`src/hdl/fswp_pkg.sv`:
```
// package for the flash status and write-protection block
// assumes one 10 MHz clock domain and a decoded command interface
package fswp_pkg;
  // ************************************
  // status bit positions, low byte
  // ************************************
  localparam int FSWP_B_BUSY = 0;
  localparam int FSWP_B_LATCH = 1;
  localparam int FSWP_B_BP_LO = 2;
  localparam int FSWP_B_GUARD0 = 7;
  // ************************************
  // status bit positions, high byte (index within byte)
  // ************************************
  localparam int FSWP_B_GUARD1 = 0;
  localparam int FSWP_B_QUAD = 1;
  localparam int FSWP_B_PSUS = 2;
  localparam int FSWP_B_LOCK_LO = 3;
  localparam int FSWP_B_COMPL = 6;
  localparam int FSWP_B_ESUS = 7;
  // ************************************
  // defaults and geometry
  // ************************************
  localparam logic [7:0] FSWP_LOW_RST = 8'h00;
  localparam logic [7:0] FSWP_HIGH_RST = 8'h00;
  localparam logic [7:0] FSWP_LOW_WMASK = 8'hFC;
  localparam logic [7:0] FSWP_HIGH_WMASK = 8'h7B;
  localparam int FSWP_AW = 18;
  localparam logic [17:0] FSWP_TOP_ADDR = 18'h3FFFF;
  localparam int FSWP_WRITE_NS = 500;
  localparam int FSWP_CLK_NS = 100;
  localparam int FSWP_WRITE_CYC = (FSWP_WRITE_NS + FSWP_CLK_NS - 1) / FSWP_CLK_NS;
  // ************************************
  // commands and operation kinds
  // ************************************
  typedef enum logic [3:0] {
    FSWP_CMD_NONE = 4'h0,
    FSWP_CMD_WEN = 4'h1,
    FSWP_CMD_WDIS = 4'h2,
    FSWP_CMD_WSTAT = 4'h3,
    FSWP_CMD_PROG = 4'h4,
    FSWP_CMD_SECT = 4'h5,
    FSWP_CMD_BLK = 4'h6,
    FSWP_CMD_CHIP = 4'h7,
    FSWP_CMD_ESUS = 4'h8,
    FSWP_CMD_PSUS = 4'h9,
    FSWP_CMD_RES = 4'hA,
    FSWP_CMD_SRST = 4'hB
  } fswp_cmd_t;
  typedef enum logic [1:0] {
    FSWP_ST_IDLE = 2'b00,
    FSWP_ST_BUSY = 2'b01
  } fswp_state_t;
endpackage

```
`src/hdl/fswp_top.sv`:
```
// status registers and write protection of a serial NOR flash core
// assumes commands arrive decoded and framed, one pulse per command
// Functional notes
// - low byte: guard0, block-protect 4..0, write latch, busy; latch and busy read-only
// - high byte: erase-susp, complement, locks 3..1, prog-susp, quad, guard1
// - busy reads one while program, erase or status write runs
// - write latch visible; cleared latch refuses status write, program, erase
// - block-protect bits non-volatile, changed only by status write
// - program, sector and block erase into protected region are blocked
// - block-protect accepted only outside hardware-protected mode
// - chip erase only if bp2..0 zero with cmp 0 or ones with cmp 1
// - guards 00: status write allowed when latch set, pin ignored
// - guards 01 with pin low: status register locked
// - guards 01 with pin high: status write allowed after latch set
// - guards 10: status writes refused until power cycle
// - guards 10 return to 00 on power cycle
// - guards 11: status writes refused permanently
// - quad 0: shared pins are protect and hold; quad 1: data lines
// - security locks default zero, each settable alone by status write
// - security locks one-time: never cleared, then regions read-only
// - complement bit non-volatile, default zero, combined with block-protect
// - complement set protects the complement of the plain region
// - write-enable sets latch; reset, disable, accepted writes, programs, erases clear it
// - suspend sets its flag; resume, soft reset, power cycle clear both
`timescale 1ns/100ps
module fswp_top (
  input wire logic i_clk,
  input wire logic i_rst,
  input wire logic i_power_cycle,
  input wire fswp_pkg::fswp_cmd_t i_cmd,
  input wire logic [7:0] i_wlow,
  input wire logic [7:0] i_whigh,
  input wire logic [fswp_pkg::FSWP_AW-1:0] i_addr_lo,
  input wire logic [fswp_pkg::FSWP_AW-1:0] i_addr_hi,
  input wire logic i_op_done,
  input wire logic i_protect_pin_n,
  output logic [7:0] o_status_protect_low,
  output logic [7:0] o_status_control_high,
  output logic o_op_start,
  output logic o_op_refused,
  output logic o_quad_enable,
  output logic o_secure_ro_1,
  output logic o_secure_ro_2,
  output logic o_secure_ro_3
);
  import fswp_pkg::*;
  // ************************************
  // pin synchroniser
  // ************************************
  logic pin_s1;
  logic pin_s2;
  // two stages before the protect pin is read
  always_ff @(posedge i_clk or posedge i_rst)
  begin
    if (i_rst)
    begin
      pin_s1 <= 1'b1;
      pin_s2 <= 1'b1;
    end
    else
    begin
      pin_s1 <= i_protect_pin_n;
      pin_s2 <= pin_s1;
    end
  end
  // ************************************
  // volatile state
  // ************************************
  fswp_state_t state;
  fswp_state_t next_state;
  logic wr_latch;
  logic next_wr_latch;
  logic esus;
  logic psus;
  logic [3:0] wcnt;
  logic busy_status;
  logic [7:0] pend_low;
  logic [7:0] pend_high;
  logic [7:0] nv_low;
  logic [7:0] nv_high;
  logic nv_we;
  logic guard0;
  logic guard1;
  logic compl;
  logic [4:0] bp;
  logic [2:0] lock;
  logic region_hit;
  assign guard0 = nv_low[FSWP_B_GUARD0];
  assign guard1 = nv_high[FSWP_B_GUARD1];
  assign compl = nv_high[FSWP_B_COMPL];
  assign bp = nv_low[FSWP_B_BP_LO +: 5];
  assign lock = nv_high[FSWP_B_LOCK_LO +: 3];
  // ************************************
  // command qualification
  // ************************************
  logic idle;
  logic is_write;
  logic is_area;
  logic is_chip;
  logic hw_locked;
  logic pin_high;
  logic sr_open;
  logic chip_ok;
  logic area_ok;
  logic stat_ok;
  logic start_op;
  assign idle = (state == FSWP_ST_IDLE);
  assign is_write = (i_cmd == FSWP_CMD_WSTAT);
  assign is_area = (i_cmd == FSWP_CMD_PROG) | (i_cmd == FSWP_CMD_SECT) |
                   (i_cmd == FSWP_CMD_BLK);
  assign is_chip = (i_cmd == FSWP_CMD_CHIP);
  // protect pin has no say once it carries quad data
  assign pin_high = pin_s2 | nv_high[FSWP_B_QUAD];
  assign hw_locked = !guard1 & guard0 & !pin_high;
  // guard modes: 00 open 01 pin-gated 1x closed
  assign sr_open = !guard1 & (!guard0 | pin_high);
  assign chip_ok = (!compl & (bp[2:0] == 3'b000)) | (compl & (bp[2:0] == 3'b111));
  assign area_ok = !region_hit;
  assign stat_ok = is_write & wr_latch & sr_open;
  assign start_op = idle & wr_latch & ((is_area & area_ok) | (is_chip & chip_ok) | stat_ok);
  assign o_op_start = start_op & !is_write;
  assign o_op_refused = idle & (is_area | is_chip | is_write) & !start_op;
  fswp_region u_region (
    .i_bp(bp),
    .i_compl(compl),
    .i_addr_lo(i_addr_lo),
    .i_addr_hi(i_addr_hi),
    .o_hit(region_hit)
  );
  // ************************************
  // write-enable latch
  // ************************************
  always_comb
  begin
    next_wr_latch = wr_latch;
    if (i_cmd == FSWP_CMD_WEN)
      next_wr_latch = 1'b1;
    if ((i_cmd == FSWP_CMD_WDIS) | (i_cmd == FSWP_CMD_SRST) | start_op)
      next_wr_latch = 1'b0;
  end
  // latch register, supply loss drops it
  always_ff @(posedge i_clk or posedge i_rst)
  begin
    if (i_rst)
      wr_latch <= 1'b0;
    else if (i_power_cycle)
      wr_latch <= 1'b0;
    else
      wr_latch <= next_wr_latch;
  end
  // ************************************
  // busy sequencer
  // ************************************
  always_comb
  begin
    next_state = state;
    unique case (state)
      FSWP_ST_IDLE: if (start_op) next_state = FSWP_ST_BUSY;
      FSWP_ST_BUSY: if (busy_status ? (wcnt == 4'h1) : i_op_done) next_state = FSWP_ST_IDLE;
      default: next_state = FSWP_ST_IDLE;
    endcase
  end
  // busy flag and status write timer
  always_ff @(posedge i_clk or posedge i_rst)
  begin
    if (i_rst)
    begin
      state <= FSWP_ST_IDLE;
      busy_status <= 1'b0;
      wcnt <= 4'h0;
      pend_low <= FSWP_LOW_RST;
      pend_high <= FSWP_HIGH_RST;
    end
    else if (i_power_cycle | (i_cmd == FSWP_CMD_SRST))
    begin
      state <= FSWP_ST_IDLE;
      busy_status <= 1'b0;
      wcnt <= 4'h0;
    end
    else
    begin
      state <= next_state;
      if (start_op)
      begin
        busy_status <= is_write;
        wcnt <= 4'(FSWP_WRITE_CYC);
        pend_low <= i_wlow;
        pend_high <= i_whigh;
      end
      else if (wcnt != 4'h0)
        wcnt <= wcnt - 4'h1;
    end
  end
  // ************************************
  // non-volatile bits
  // ************************************
  logic commit;
  assign commit = !idle & busy_status & (wcnt == 4'h1);
  // block-protect held while pin-locked
  logic [7:0] low_we;
  logic [7:0] high_we;
  assign low_we = {8{commit}} & FSWP_LOW_WMASK & {1'b1, {5{!hw_locked}}, 2'b00};
  assign high_we = {8{commit}} & FSWP_HIGH_WMASK;
  genvar g;
  generate
    for (g = 0; g < 8; g++)
    begin : g_nv
      fswp_bitcell #(
        .RST_VAL(FSWP_LOW_RST[g]),
        .OTP(1'b0)
      ) u_low (
        .i_clk(i_clk),
        .i_rst(i_rst),
        .i_we(low_we[g]),
        .i_d(pend_low[g]),
        .o_q(nv_low[g])
      );
      // locks are one-time cells
      fswp_bitcell #(
        .RST_VAL(FSWP_HIGH_RST[g]),
        .OTP((g >= FSWP_B_LOCK_LO) && (g < FSWP_B_COMPL))
      ) u_high (
        .i_clk(i_clk),
        .i_rst(i_rst),
        .i_we(high_we[g] | (i_power_cycle & (g == FSWP_B_GUARD1) & guard1 & !guard0)),
        .i_d(i_power_cycle ? 1'b0 : pend_high[g]),
        .o_q(nv_high[g])
      );
    end
  endgenerate
  // power cycle drops lock-down guard1 only, guard0 is left alone
  // guard0 is already 0 in that mode, so only guard1 needs clearing
  // ************************************
  // suspend flags
  // ************************************
  always_ff @(posedge i_clk or posedge i_rst)
  begin
    if (i_rst)
    begin
      esus <= 1'b0;
      psus <= 1'b0;
    end
    else if (i_power_cycle | (i_cmd == FSWP_CMD_RES) | (i_cmd == FSWP_CMD_SRST))
    begin
      esus <= 1'b0;
      psus <= 1'b0;
    end
    else
    begin
      esus <= esus | (i_cmd == FSWP_CMD_ESUS);
      psus <= psus | (i_cmd == FSWP_CMD_PSUS);
    end
  end
  // ************************************
  // status outputs
  // ************************************
  always_ff @(posedge i_clk or posedge i_rst)
  begin
    if (i_rst)
    begin
      o_status_protect_low <= FSWP_LOW_RST;
      o_status_control_high <= FSWP_HIGH_RST;
      o_quad_enable <= 1'b0;
      o_secure_ro_1 <= 1'b0;
      o_secure_ro_2 <= 1'b0;
      o_secure_ro_3 <= 1'b0;
    end
    else
    begin
      o_status_protect_low <= {nv_low[7:2], wr_latch, !idle};
      o_status_control_high <= {esus, nv_high[6:3], psus, nv_high[1:0]};
      o_quad_enable <= nv_high[FSWP_B_QUAD];
      o_secure_ro_1 <= lock[0];
      o_secure_ro_2 <= lock[1];
      o_secure_ro_3 <= lock[2];
    end
  end
endmodule

```
`src/hdl/fswp_region.sv`:
```
// protected-region decoder for the 256KB array
// assumes block-protect and complement bits are stable register outputs
`timescale 1ns/100ps
module fswp_region (
  input wire logic [4:0] i_bp,
  input wire logic i_compl,
  input wire logic [fswp_pkg::FSWP_AW-1:0] i_addr_lo,
  input wire logic [fswp_pkg::FSWP_AW-1:0] i_addr_hi,
  output logic o_hit
);
  import fswp_pkg::*;
  // ************************************
  // uncomplemented region bounds
  // ************************************
  logic [17:0] size;
  logic [17:0] base_lo;
  logic [17:0] base_hi;
  logic none;
  logic all;
  logic lower;
  logic [2:0] sel;
  assign lower = i_bp[3];
  assign sel = i_bp[2:0];
  // region size in bytes, minus one
  always_comb
  begin
    none = 1'b0;
    all = 1'b0;
    size = 18'h00000;
    if (!i_bp[4])
    begin
      unique case (i_bp[1:0])
        2'b00: none = 1'b1;
        2'b01: size = 18'h0FFFF;
        2'b10: size = 18'h1FFFF;
        2'b11: all = 1'b1;
      endcase
    end
    else
    begin
      unique case (sel)
        3'b000: none = 1'b1;
        3'b001: size = 18'h00FFF;
        3'b010: size = 18'h01FFF;
        3'b011: size = 18'h03FFF;
        3'b111: all = 1'b1;
        default: size = 18'h07FFF;
      endcase
    end
  end
  assign base_lo = lower ? 18'h00000 : FSWP_TOP_ADDR - size;
  assign base_hi = lower ? size : FSWP_TOP_ADDR;
  // overlap test; under complement, any part outside the region hits
  logic in_region;
  logic outside;
  assign in_region = all | (!none & (i_addr_hi >= base_lo) & (i_addr_lo <= base_hi));
  assign outside = none | (!all & ((i_addr_lo < base_lo) | (i_addr_hi > base_hi)));
  assign o_hit = i_compl ? outside : in_region;
endmodule

```
`src/hdl/fswp_bitcell.sv`:
```
// one non-volatile status bit with its own write gate
// assumes the power-cycle pulse models the loss of supply
`timescale 1ns/100ps
module fswp_bitcell #(
  parameter logic RST_VAL = 1'b0,
  parameter logic OTP = 1'b0
) (
  input wire logic i_clk,
  input wire logic i_rst,
  input wire logic i_we,
  input wire logic i_d,
  output logic o_q
);
  // one-time cells only ever move to one
  always_ff @(posedge i_clk or posedge i_rst)
  begin
    if (i_rst)
      o_q <= RST_VAL;
    else if (i_we)
      o_q <= OTP ? (o_q | i_d) : i_d;
  end
endmodule

```
`config.mk`:
```
export PLATFORM = sky130hd
export DESIGN_NAME = fswp_top
export DESIGN_NICKNAME = d
export VERILOG_FILES = /design/src/hdl/fswp_pkg.sv /design/src/hdl/fswp_top.sv /design/src/hdl/fswp_region.sv /design/src/hdl/fswp_bitcell.sv
export SDC_FILE = /design/constraint.sdc
export NUM_CORES = 1
export LEC_CHECK = 0
export BUFFER_PORTS_ARGS = -buffer_cell sky130_fd_sc_hd__buf_2
export CORE_MARGIN = 8
export CORE_UTILIZATION = 35
export DETAILED_ROUTE_END_ITERATION = 8
export PLACE_DENSITY_LB_ADDON = 0.3
export SYNTH_ARGS = -nofsm -noshare
export SYNTH_HDL_FRONTEND = slang
export SYNTH_SLANG_ARGS = --single-unit
export TNS_END_PERCENT = 30
```
`constraint.sdc`:
```
create_clock -name i_clk -period 6.5 [get_ports i_clk]
set_input_delay 1.95 -clock i_clk [delete_from_list [all_inputs] [get_ports i_clk]]
set_output_delay 1.95 -clock i_clk [all_outputs]
set_load 0.01 [all_outputs]
```
After elaboration in Yosys (flattened, before gate mapping)
Index checks and enable logic that the tools add are counted.
{"block": "classes", "n_addsub": 2, "mul": 0, "n_div": 0, "n_shift": 0, "n_reduce_logical": 21, "n_mux": 33, "n_eq_ne": 22, "bitwise": 46, "n_lt_le_gt_ge": 4}
{"cell": "$pmux 15 s4", "n": 1}
{"cell": "$mux 18", "n": 3}
{"cell": "$pmux 17 s2", "n": 1}
{"cell": "$or 1x1->1", "n": 23}
{"cell": "$and 1x1->1", "n": 21}
{"cell": "$mux 1", "n": 21}
{"cell": "$ge 18x18->1", "n": 1}
{"cell": "$gt 18x18->1", "n": 1}
{"cell": "$le 18x18->1", "n": 1}
{"cell": "$lt 18x18->1", "n": 1}
{"cell": "$sub 18x18->18 const A", "n": 1}
{"cell": "$eq 4x3->1 const B", "n": 4}
{"cell": "$eq 4x4->1 const B", "n": 4}
{"cell": "$mux 4", "n": 3}
{"cell": "$logic_not 1->1", "n": 11}
{"cell": "$and 8x8->8", "n": 1}
{"cell": "$eq 4x1->1 const B", "n": 2}
{"cell": "$eq 4x2->1 const B", "n": 2}
{"cell": "$eq 3x2->1 const B", "n": 2}
{"cell": "$mux 2", "n": 3}
{"cell": "$reduce_bool 3->1", "n": 2}
{"cell": "$eq 2x1->1 const B", "n": 2}
{"cell": "$eq 2x2->1 const B", "n": 2}
{"cell": "$logic_not 2->1", "n": 2}
{"cell": "12 further kinds", "n": 13}
{"block": "word_totals", "n_memories": 0, "ff_bits": 59, "rom_bits": 0, "latch_bits": 0, "ramBits": 0, "inputBits": 61}

Depth between registers and ports, before layout
{"block": "logic_depth", "word_depth": 19, "mapped_depth": 21}

By module
Synthesis repeated with hierarchy kept, for this count alone.
{"block": "unflattened", "hier_cells": 384, "area_unflattened_um2": 3895.0}
{"module": "fswp_region", "n_inst": 1, "area_per_inst_um2": 1791.7, "cells_per_inst": 224}
{"module": "fswp_top", "n_inst": 1, "area_per_inst_um2": 1600.3, "cells_per_inst": 124}
{"module": "fswp_bitcell (g_nv[0].u_high ...)", "n_inst": 9, "area_per_inst_um2": 43.8, "cells_per_inst": 3}
{"module": "fswp_bitcell (g_nv[3].u_high ...)", "n_inst": 3, "area_per_inst_um2": 36.3, "cells_per_inst": 3}

Worst setup path before layout
No wires, ideal clock.
{"block": "synth_path", "kind": "input -> output", "from": "input i_addr_lo[13] (netlist name)", "to": "output o_op_refused", "arrival_ps": 3869, "stages": 8, "setup_slack_ps": 681, "n_path_buf": 0, "t_required_ps": 4550, "path_cell_list": "ha_1 -> a21o_1 -> a2111oi_0 -> or3_2 -> nand4_1 -> a31oi_2 -> nor2_1 -> a2111oi_1"}
{"block": "synth_between", "elab_chain_len": 12, "word_cells_on_any_way": 15, "classes_between": "order compare (2); mux (1); bitwise (10); reduce/logical (2)"}
{"item": "from (decl)", "line_no": "fswp_top.sv:33", "source": "input wire logic [fswp_pkg::FSWP_AW-1:0] i_addr_lo,"}
{"item": "$lt 18x18->1", "line_no": "fswp_region.sv:57", "source": "assign outside = none | (!all & ((i_addr_lo < base_lo) | (i_addr_hi > base_hi)));"}
{"item": "$or 1x1->1", "line_no": "fswp_region.sv:57"}
{"item": "$and 1x1->1", "line_no": "fswp_region.sv:57"}
{"item": "$or 1x1->1", "line_no": "fswp_region.sv:57"}
{"item": "$mux 1 (*)", "line_no": "fswp_region.sv:58", "source": "assign o_hit = i_compl ? outside : in_region;"}
{"item": "$logic_not 1->1 (*)", "line_no": "fswp_top.sv:118", "source": "assign area_ok = !region_hit;"}
{"item": "$and 1x1->1 (*)", "line_no": "fswp_top.sv:120", "source": "assign start_op = idle & wr_latch & ((is_area & area_ok) | (is_chip & chip_ok) | stat_ok);"}
{"item": "$or 1x1->1 (*) (2 in series)", "line_no": "fswp_top.sv:120"}
{"item": "$and 1x1->1 (*)", "line_no": "fswp_top.sv:120"}
{"item": "$logic_not 1->1 (*)", "line_no": "fswp_top.sv:122", "source": "assign o_op_refused = idle & (is_area | is_chip | is_write) & !start_op;"}
{"item": "$and 1x1->1 (*)", "line_no": "fswp_top.sv:122"}
{"item": "to (decl)", "line_no": "fswp_top.sv:40", "source": "output logic o_op_refused,"}
Mark *: on every way between the ends. The rest lies on a longest branch, timed or not.

Worst setup path in the final report
{"block": "layout_path", "from": "input i_addr_hi[17] (netlist name)", "to": "output o_op_refused"}
{"block": "layout_between", "elab_chain_len": 12, "word_cells_on_any_way": 16, "classes_between": "order compare (2); mux (1); bitwise (11); reduce/logical (2)"}
{"item": "from (decl)", "line_no": "fswp_top.sv:34", "source": "input wire logic [fswp_pkg::FSWP_AW-1:0] i_addr_hi,"}
{"item": "$ge 18x18->1 or $gt 18x18->1 (tied branches)", "line_no": "fswp_region.sv:56, fswp_region.sv:57"}
{"item": "$and 1x1->1 or $or 1x1->1 (tied branches)", "line_no": "fswp_region.sv:56, fswp_region.sv:57"}
{"item": "$and 1x1->1 (on tied branches)", "line_no": "fswp_region.sv:56, fswp_region.sv:57"}
{"item": "$or 1x1->1 (on tied branches)", "line_no": "fswp_region.sv:56, fswp_region.sv:57"}
{"item": "$mux 1 (*)", "line_no": "fswp_region.sv:58"}
{"item": "$logic_not 1->1 (*)", "line_no": "fswp_top.sv:118"}
{"item": "$and 1x1->1 (*)", "line_no": "fswp_top.sv:120"}
{"item": "$or 1x1->1 (*) (2 in series)", "line_no": "fswp_top.sv:120"}
{"item": "$and 1x1->1 (*)", "line_no": "fswp_top.sv:120"}
{"item": "$logic_not 1->1 (*)", "line_no": "fswp_top.sv:122"}
{"item": "$and 1x1->1 (*)", "line_no": "fswp_top.sv:122"}
Marked as above.

==> results_dict.tcl <==
set metrics [dict create \
    syn_area_sq_mm 0.003832 \
    arrival_ns 4.23 \
    setup_viol 0 \
    cap_violations 0 \
    max_freq_mhz 161.9 \
    finClkSkew_ns 0.008615 \
    p_comb_share_pct 17.6 \
    post-route-util_pct 42.27 \
    nets 599 \
    syn_nets 516 \
    synth_edf_count 0 \
    htreeDepth 2 \
    clock_sinks 51 \
    synthArstFlopShare_pct 100.0 \
    p_leak_nw 2.452 \
    avgSynthCellArea_sq_um 10.11 \
    p_int_mw 0.5459 \
    grt_use_total_pct 12.64 \
    rsz0062_at_grt "false" \
    grt_overflow_total 0 \
    dpl.cell_count 593 \
    core_sq_mm 0.01075 \
    drive_gt1_share_pct 27.65 \
    syn_to_final_growth_pct 18.51 \
    rows 38 \
    post-route-min-period_ns 6.178 \
    place_area_sq_mm 0.004369 \
    routedWlPerCell_um 15.38 \
    clock_path_buffers 2 \
    power_switching_mw 0.1888 \
    hold-path-cell-count 0 \
    cp_data_required_time_ns 4.55 \
    clock-root-buffer "clkbuf_8" \
    port_buffers 78 \
    worst_slew_pin_slew_ns 1.017 \
    wirelength_mm 9.274 \
    route.detailed.drc 0 \
    clock_latency_ns 0.30 \
    swShare_pct 25.70 \
    pwr-share-seq_pct 46.6 \
    cts_tree "built" \
    vias 3180 \
    place_ws_ns 0.06692 \
    grt_first_pass_wirelength_mm 15.30 \
    power_density_mw_per_mm2 161.8 \
    gp_congestion 0.8414 \
    max_slew_margin_pct 32.10 \
    routed_via_density 5.274 \
    cts_buffers 5 \
    crit_path_end_kind "output port" \
    antenna_found_initial 0 \
    ant_nets 0 \
    design_area_sq_mm 0.004542 \
    top_level_ports 83 \
    finalNonFillerCells 603 \
    fin_crit_sh_pct 95.04 \
    grt_max_degree 52 \
    critPathLaunchType "input pin" \
    hold_path.class "flop to flop" \
    postSynthCellCount 379 \
    ys_seq_area_share_pct 33.37 \
    crit_fanout 4 \
    ys_types 53 \
    fp.dieW_um 120.6 \
    critPathKind "input pin to output port" \
    p_clk_share_pct 35.8 \
    initial_core_util_pct 35.67 \
    die_h_um 120.6 \
    ys.flop_type "dfrtp_1" \
    fin_setup_tns_ns 0 \
    synth_warnings 0 \
    first_global_vias 3244 \
    ys_ff_latch 51 \
    hold_viol 0 \
    path_clk_slew_ns 0.09 \
    dp_hpwl_mm 7.615 \
    peakVddDrop_uv 176.3 \
    status "finished clean" \
    drt-initial-drc-count 145 \
    r2r_cells 21 \
    setup_slack_ns 0.3224 \
    drt-pass1-iter-count 4 \
    insertedDiodeCount 0 \
    dieArea_sq_mm 0.01455 \
    slew_viol_final 0 \
]
worst max-delay path, cell delays in order:
cell and delay [ns]:
buf_2 0.11, ha_1 0.33, nand4_1 0.19, nor3_1 0.28, o211ai_1 0.12, o211ai_1 0.21, o211ai_1 0.13, a31oi_2 0.21
nor2_1 0.10, a2111oi_2 0.29, buf_4 0.17, buf_2 0.12
power by group through the flow:
| stage | registers, mW | clock network [mW] | logic (mW) |
|---|---|---|---|
| after global placement | 0.348 | 0 | 0.124 |
| after floorplan | 0.346 | 0 | 0.0840 |
| final | 0.342 | 0.263 | 0.129 |
| after detailed placement | 0.348 | 0 | 0.129 |
| after CTS | 0.342 | 0.269 | 0.131 |
| after global routing | 0.344 | 0.281 | 0.149 |
per-layer routing:
layer	vias to the layer above	GRT usage [%]	share of wire, %
met1	1515	15.62	47
met5	-	0	0
met3	13	2.611	4.5
li1	1576	-	-
met4	0	3.981	2.0
met2	76	21.57	47
cells in the mapped netlist, types with 3 or more instances:
| cell type | number | area (sq um) |
|---|---|---|
| a21o_1 | 10 | 75.07 |
| nand2b_1 | 9 | 56.30 |
| dfrtp_1 | 49 | 1226 |
| nand2_1 | 25 | 93.84 |
| o211ai_1 | 8 | 60.06 |
| inv_1 | 20 | 75.07 |
| mux2_2 | 10 | 112.6 |
| o21ai_0 | 22 | 110.1 |
| buf_4 | 4 | 30.03 |
| a21oi_1 | 30 | 150.1 |
| nor2b_1 | 3 | 18.77 |
| nand3_1 | 9 | 45.04 |
| nand4_1 | 12 | 75.07 |
| nor3_1 | 11 | 55.05 |
| a211oi_1 | 7 | 52.55 |
| and2_1 | 3 | 18.77 |
| and4_1 | 3 | 26.28 |
| ha_1 | 76 | 950.9 |
| nor2_1 | 16 | 60.06 |
| mux2_4 | 7 | 105.1 |
layout make-up:
type                       instances  area [sq um]
clock buffer                       5         68.82
clock inverter                     3         71.32
fill                            1066          6203
inverter                          20         75.07
multi-input combinational        300          2425
sequential                        51          1279
tap                              140         175.2
timing repair buffer              84         447.9
cells in the final DEF, fill, tap and decap left out, types with 3 or more instances in the layout:
master / count
a21o_1: 10
a211oi_1: 7
buf_2: 78
o21ai_0: 20
mux2_4: 7
nand3_1: 9
clkbuf_8: 5
o211ai_1: 8
a21oi_1: 30
and4_1: 3
nand2b_1: 9
nor3_1: 9
ha_1: 75
nor2_1: 16
mux2_2: 10
and2_1: 3
buf_4: 5
nand4_1: 12
inv_1: 19
nand2_1: 25
dfrtp_1: 49
nor2b_1: 3
per-stage QoR:
step | hold WS (ns) | power, mW
floorplan | 0.3452 | 0.4299
global placement | 0.3467 | 0.4716
detailed placement | 0.3468 | 0.4775
CTS | 0.3604 | 0.7419
global route | 0.3691 | 0.7737
finish | 0.3601 | 0.7347
final timing paths:
kind	startpoint	to	slack [ns]
setup / recovery	i_addr_hi[17]	o_op_refused	0.32
hold / removal	pin_s1	pin_s2	0.36
setup reg to reg	g_nv[2].u_low.o_q	pend_low[4]	1.87
hold reg to reg	pin_s1	pin_s2	0.36
max in group asynchronous	i_rst	g_nv[6].u_high.o_q	3.99
min in group asynchronous	i_rst	pend_low[5]	1.88
flip-flops by register name (all words and copies together) (netlist names):
signal and cells:
wr_latch 1, o_status_control_high 8, wcnt 4, busy_status 1
pend_low 6, g_nv.u_low.o_q 6, o_status_protect_low 8, pin_s1 1
g_nv.u_high.o_q 6, esus 1, pin_s2 1, state 1
psus 1, pend_high 6
cells by family after synthesis:
family | Yosys count | synth area share, %
compound gates | 98 | 16.52
fa+ha+maj | 76 | 24.81
xor+xnor | 1 | 0.2286
buf+inv | 28 | 3.820
mux | 19 | 6.203
simple gates | 106 | 15.05
flops | 51 | 33.37
timing repair:
item,CTS,global route
buffers inserted,0,2
hold buffers,0,0
endpoints found under the setup margin,1,2
resized for setup,1,5
pin swaps,0,4
No activity file was read; power rests on OpenSTA's default activity.
